`config.mk`:
```
export PLATFORM = sky130hd
export DESIGN_NAME = sccx_exec
export DESIGN_NICKNAME = d
export VERILOG_FILES = /design/src/hw/sccx_pkg.sv /design/src/hw/sccx_stack.sv /design/src/hw/sccx_exec.sv
export SDC_FILE = /design/constraint.sdc
export NUM_CORES = 1
export LEC_CHECK = 0
export BUFFER_PORTS_ARGS = -buffer_cell sky130_fd_sc_hd__buf_2
export CORE_UTILIZATION = 25
export CTS_CLUSTER_SIZE = 10
export DETAILED_ROUTE_END_ITERATION = 8
export GPL_ROUTABILITY_DRIVEN = 0
export PLACE_DENSITY_LB_ADDON = 0.3
export SETUP_SLACK_MARGIN = 0.02
export SLEW_MARGIN = 5
export SYNTH_ARGS = -nofsm -noshare
export SYNTH_HDL_FRONTEND = slang
export SYNTH_SLANG_ARGS = --single-unit
```
`constraint.sdc`:
```
create_clock -name clk -period 7.3 [get_ports clk]
set_input_delay 0 -clock clk [delete_from_list [all_inputs] [get_ports clk]]
set_output_delay 0 -clock clk [all_outputs]
set_load 0.02 [all_outputs]
```
`src/hw/sccx_pkg.sv`:
```
/*
 * Package for the skip/call/clear/watchdog execute block.
 * Assumes a 14-bit instruction word and a 13-bit program counter.
 */
package sccx_pkg;
    localparam int INSN_W = 14;
    localparam int PC_W = 13;
    localparam int STACK_DEPTH = 8;
    localparam int SP_W = 3;

    localparam logic [13:0] SKIP_SET_MASK = 14'h3E00;
    localparam logic [13:0] SKIP_SET_CODE = 14'h1600;
    localparam logic [13:0] CALL_MASK = 14'h3000;
    localparam logic [13:0] CALL_CODE = 14'h2000;
    localparam logic [13:0] CLR_REG_MASK = 14'h3F80;
    localparam logic [13:0] CLR_REG_CODE = 14'h0180;
    localparam logic [13:0] CLR_ACC_CODE = 14'h0140;
    localparam logic [13:0] CLR_WDOG_CODE = 14'h0004;

    localparam int BIT_POS = 6;
    localparam int CALL_TGT_W = 12;
    localparam logic [12:0] PC_RESET = 13'h0000;
    localparam logic [SP_W-1:0] SP_RESET = 3'h0;
    localparam logic [7:0] CLEAR_VALUE = 8'h00;

    typedef enum logic [1:0] {SCCX_RUN, SCCX_CALL2, SCCX_SKIP2} sccx_state_t;

    typedef struct packed {
        logic we;
        logic [6:0] addr;
        logic [7:0] data;
    } sccx_reg_wr_t;

    typedef struct packed {
        logic zero_flag;
        logic timeout_flag;
        logic power_down_flag;
    } sccx_flags_t;

    localparam sccx_flags_t FLAGS_RESET = '{zero_flag: 1'b0, timeout_flag: 1'b1,
        power_down_flag: 1'b1};
endpackage

```
`src/hw/sccx_stack.sv`:
```
/*
 * Hardware return stack, registered read of the top entry.
 * Assumes push and pop are never requested together.
 */
`timescale 1ns/1ps
module sccx_stack
    import sccx_pkg::*;
(
    input wire logic clk,
    input wire logic rst_n,
    input wire logic push,
    input wire logic [PC_W-1:0] push_data,
    input wire logic pop,
    output logic [PC_W-1:0] stack_top
);
    logic [PC_W-1:0] mem [STACK_DEPTH];
    logic [SP_W-1:0] sp;
    logic [SP_W-1:0] next_sp;

    always_comb
    begin
        next_sp = sp;
        if (push)
            next_sp = sp + 3'h1;
        else if (pop)
            next_sp = sp - 3'h1;
    end

    always_ff @(posedge clk)
    begin
        if (!rst_n)
        begin
            sp <= SP_RESET;
            stack_top <= PC_RESET;
        end
        else
        begin
            sp <= next_sp;
            if (push)
            begin
                mem[sp] <= push_data;
                stack_top <= push_data;
            end
            else if (pop)
                stack_top <= mem[sp - 3'h2];
        end
    end
endmodule

```
`src/hw/sccx_exec.sv`:
```
/*
 * Execute logic for skip-if-set, call, register/accumulator clear and
 * watchdog clear. Assumes one instruction offered per cycle on insn with
 * insn_valid, and the tested register byte supplied on test_byte.
 */
// Notes on behaviour
// - Skip-if-set discards the next instruction as a no-op when tested bit is one.
// - Call first pushes the address after the call onto the return stack.
// - Call then loads its 12-bit target into program counter bits 11..0.
// - Call always takes two instruction cycles.
// - Clear-register writes zero to the register and sets zero flag, one cycle.
// - Clear-accumulator writes zero to the accumulator and sets zero flag.
// - Clear-watchdog enables the watchdog and zeroes its counter, one cycle.
`timescale 1ns/1ps
module sccx_exec
    import sccx_pkg::*;
(
    input wire logic clk,
    input wire logic rst_n,
    input wire logic insn_valid,
    input wire logic [INSN_W-1:0] insn,
    input wire logic [7:0] test_byte,
    input wire logic stack_pop,
    output logic [PC_W-1:0] pc,
    output logic [PC_W-1:0] stack_top,
    output logic [5:0] test_addr,
    output sccx_reg_wr_t reg_wr,
    output logic acc_clear,
    output logic [7:0] acc_value,
    output sccx_flags_t flags,
    output logic watchdog_enable,
    output logic watchdog_clear,
    output logic busy
);
    sccx_state_t state, next_state;
    logic [PC_W-1:0] next_pc;
    sccx_reg_wr_t next_reg_wr;
    logic next_acc_clear;
    logic [7:0] next_acc_value;
    sccx_flags_t next_flags;
    logic next_watchdog_enable;
    logic next_watchdog_clear;
    logic push;
    logic run;

    function automatic logic match(input logic [13:0] w, input logic [13:0] m,
                                   input logic [13:0] c);
        return (w & m) == c;
    endfunction

    assign run = insn_valid && state == SCCX_RUN;
    assign test_addr = insn[5:0];
    assign busy = state != SCCX_RUN;
    assign push = run && match(insn, CALL_MASK, CALL_CODE);

    sccx_stack u_stack (
        .clk(clk),
        .rst_n(rst_n),
        .push(push),
        .push_data(PC_W'(pc + 13'h1)),
        .pop(stack_pop),
        .stack_top(stack_top)
    );

    always_comb
    begin
        next_state = SCCX_RUN;
        next_pc = pc;
        next_reg_wr = '0;
        next_acc_clear = 1'b0;
        next_acc_value = acc_value;
        next_flags = flags;
        next_watchdog_enable = watchdog_enable;
        next_watchdog_clear = 1'b0;
        unique case (state)
            SCCX_RUN:
            begin
                if (insn_valid)
                begin
                    next_pc = PC_W'(pc + 13'h1);
                    if (match(insn, SKIP_SET_MASK, SKIP_SET_CODE))
                    begin
                        if (test_byte[insn[8:6]])
                            next_state = SCCX_SKIP2;
                    end
                    else if (push)
                    begin
                        next_pc = {pc[12], insn[CALL_TGT_W-1:0]};
                        next_state = SCCX_CALL2;
                    end
                    else if (match(insn, CLR_REG_MASK, CLR_REG_CODE))
                    begin
                        next_reg_wr.we = 1'b1;
                        next_reg_wr.addr = insn[6:0];
                        next_reg_wr.data = CLEAR_VALUE;
                        next_flags.zero_flag = 1'b1;
                    end
                    else if (insn == CLR_ACC_CODE)
                    begin
                        next_acc_clear = 1'b1;
                        next_acc_value = CLEAR_VALUE;
                        next_flags.zero_flag = 1'b1;
                    end
                    else if (insn == CLR_WDOG_CODE)
                    begin
                        next_watchdog_enable = 1'b1;
                        next_watchdog_clear = 1'b1;
                        next_flags.timeout_flag = 1'b1;
                        next_flags.power_down_flag = 1'b1;
                    end
                end
            end
            SCCX_CALL2:
                next_state = SCCX_RUN;
            SCCX_SKIP2:
            begin
                next_state = SCCX_RUN;
                if (insn_valid)
                    next_pc = PC_W'(pc + 13'h1);
            end
        endcase
    end

    always_ff @(posedge clk)
    begin
        if (!rst_n)
        begin
            state <= SCCX_RUN;
            pc <= PC_RESET;
            reg_wr <= '0;
            acc_clear <= 1'b0;
            acc_value <= CLEAR_VALUE;
            flags <= FLAGS_RESET;
            watchdog_enable <= 1'b0;
            watchdog_clear <= 1'b0;
        end
        else
        begin
            state <= next_state;
            pc <= next_pc;
            reg_wr <= next_reg_wr;
            acc_clear <= next_acc_clear;
            acc_value <= next_acc_value;
            flags <= next_flags;
            watchdog_enable <= next_watchdog_enable;
            watchdog_clear <= next_watchdog_clear;
        end
    end
endmodule

```
==> impl_metrics.py <==
metrics = {
    "run_status": {
        "status": "complete, no violations",
    },
    "global_route": {
        "grt.busiest_layer": "met2",
        "antenna_found_initial": 0,
        "grt_pass1_vias": 4088,
        "grt_util_met1_pct": 17.67,
        "grt_overflow": 0,
        "grt_max_degree": 28,
        "grt_use_met2_pct": 20.12,
        "track_usage_pct": 12.86,
        "grt_pass1_wl_mm": 24.63,
        "grt_use_met3_pct": 3.287,
    },
    "sta": {
        "tightest_slew_ps": 1254,
        "max_freq_ghz": 0.3375,
        "setup_viol": 0,
        "hold_viol_final": 0,
        "tns_ps": 0,
        "rsz0062_at_grt": "false",
        "min_period_over_period_pct": 40.59,
        "slew_violations": 0,
        "finClkSkew_ps": 11.19,
        "maxSlewHeadroom_pct": 16.01,
        "finalCriticalPeriod_ps": 2963,
        "whs_ps": 39.06,
    },
    "clock_network": {
        "postCtsSetupBuffers": 0,
        "cts.sinks": 147,
        "htreeDepth": 4,
        "postCtsResizedCells": 0,
        "clk_pin_slew_ps": 60,
        "hold_buffers": 16,
        "insertion_delay_ps": 410,
        "numCtsBuffers": 17,
        "clockBufferDepth": 2,
        "cts-root-buf": "clkbuf_16",
        "cts_tree": "built",
    },
    "floorplan": {
        "coreArea_um2": 24600,
        "dieArea_um2": 26000,
        "die_x_um": 161.3,
        "die_h_um": 161.3,
        "rows": 57,
        "ios": 89,
        "start_util_pct": 25.77,
    },
    "logic_synthesis": {
        "synthTopCellsByCount": "edfxtp_1 (104), dfxtp_1 (43), mux4_2 (28), buf_4 (25), nand2_1 (23)",
        "post-synth-top-count-cell": "edfxtp_1",
        "synth-main-ff-cell": "edfxtp_1",
        "synth_mux_area_share_pct": 12.02,
        "synth_top_area_share_pct": 49.25,
        "async_flop_share_pct": 0,
        "synthTopCellsByArea": "edfxtp_1 (49%), dfxtp_1 (14%), mux4_2 (9.9%), buf_4 (3.0%), mux2i_1 (1.9%)",
        "synth_cell_type_count": 59,
        "synthXorXnorAreaFrac_pct": 1.519,
        "yosysWarnings": 0,
        "synth_top_area_cell": "edfxtp_1",
        "synth_seq_cells": 147,
        "syn-cell-area_um2": 6341,
        "syn_area_per_cell_um2": 14.51,
        "seq_area_frac_synth_pct": 62.83,
        "synthAdderAreaFrac_pct": 1.302,
        "synth-simple-area-share_pct": 9.096,
        "synth_compound_area_share_pct": 7.912,
        "netlist_instances": 437,
        "synth_top_family_by_area": "multiplexers",
        "synth_edf_count": 104,
    },
    "routing": {
        "drt-vias-per-instance": 4.672,
        "drtIter0Drc": 326,
        "drtPass1Iterations": 5,
        "route.vias.total": 3971,
        "drc": 0,
        "drtAntennaViolNets": 0,
        "wirelength_mm": 16.03,
        "detail_route.wl_per_cell_um": 18.86,
    },
    "final_layout": {
        "seq_area_um2": 3984,
        "multi_input_area_um2": 2107,
        "drive_gt1_share_pct": 27.76,
        "fin_nets": 545,
        "area_delta_synth_final_pct": 20.40,
        "num-fill-cells": 2459,
        "diodes": 0,
    },
    "place": {
        "dpl.hpwl_mm": 11.22,
        "portBuffers": 70,
    },
    "critical_path": {
        "cp-start-kind": "flop",
        "path_max_fanout": 14,
        "arrival_ps": 3000,
        "required_ps": 7340,
        "end_kind": "flop",
        "crit_type": "reg -> reg",
    },
    "power": {
        "ir_drop_v": 0.0001565,
        "leakage_nw": 2.698,
        "power.density_nw_per_um2": 263.4,
    },
    "job": {
        "max-cap-violations": 0,
    },
    "min_path": {
        "hp-class": "in -> reg",
    },
}
layer usage:
metal	share of wire [%]	routed length (um)	vias up
li1	-	-	1800
met1	47	7474	2014
met2	47	7515	151
met3	6.0	955	6
met4	0.53	85	0
met5	0	0	-
state kept, by name, summed over array words and instances, names as in the netlist, 2 cells and up:
register           flops
pc                    13
reg_wr                 8
state                  2
u_stack.mem          104
u_stack.sp             3
u_stack.stack_top     13
metrics by stage:
stage	std cells	cell area [um^2]	util [%]	setup slack [ps]	power, W
floorplan	453	6401	-	4725	0.001113
global placement	802	6907	28.07	4462	0.001181
detailed placement	802	6907	28.07	4372	0.001184
CTS	850	7635	31.03	4342	0.002031
global route	850	7635	31.03	4161	0.002087
finish	850	7635	31.03	4337	0.002011
report_power, final:
group	internal [W]	switching, W
registers	0.000910	0.0000166
logic	0.0000989	0.000143
clock network	0.000505	0.000338
cells by family (layout without fill, tap and decap cells):
logic type,after synthesis,count (layout)
fa+ha+maj,6,6
xor+xnor,11,11
buf+inv,58,131
mux,41,41
simple gates,100,100
other cells,2,18
flops,147,147
compound gates,72,72
cell usage in the layout (no fill, tap or decap), types with 6 or more instances in the layout:
master         count
edfxtp_1         104
mux2i_1           12
inv_1              9
o22ai_1            7
dfxtp_1           43
dlygate4sd3_1     16
conb_1            18
o211ai_1           6
o21ai_0           11
and3_1             6
a21oi_1           14
nand3_1           13
mux4_2            28
buf_2             70
and2_1             9
xor2_1             6
clkbuf_16         17
nand2_1           23
nor2_1            14
final cells by class:
type / count / share of cell area, %
Inverter: 10 / 0.4916
Clock inverter: 12 / 1.721
Sequential cell: 147 / 52.18
Clock buffer: 20 / 5.719
Timing Repair Buffer: 89 / 6.981
Multi-Input combinational cell: 248 / 27.60
Tap cell: 324 / 5.310
final timing paths:
| check | startpoint | to | slack [ps] | cells past startpoint |
|---|---|---|---|---|
| min reg2reg | flags[2] | flags[2] | 540 | 2 |
| max | state[1] | u_stack.mem[3][1] | 4340 | 5 |
| max reg2reg | state[1] | u_stack.mem[3][1] | 4340 | 5 |
| min | stack_pop | u_stack.stack_top[2] | 40 | 3 |
worst max-delay path, cell delays in order (launching register included):
cell and delay [ps]:
dfxtp_1 350, nor4b_4 650, and2_1 270, nand2_1 170
inv_1 430, and3_1 710
(Power assumes the default switching activity.)
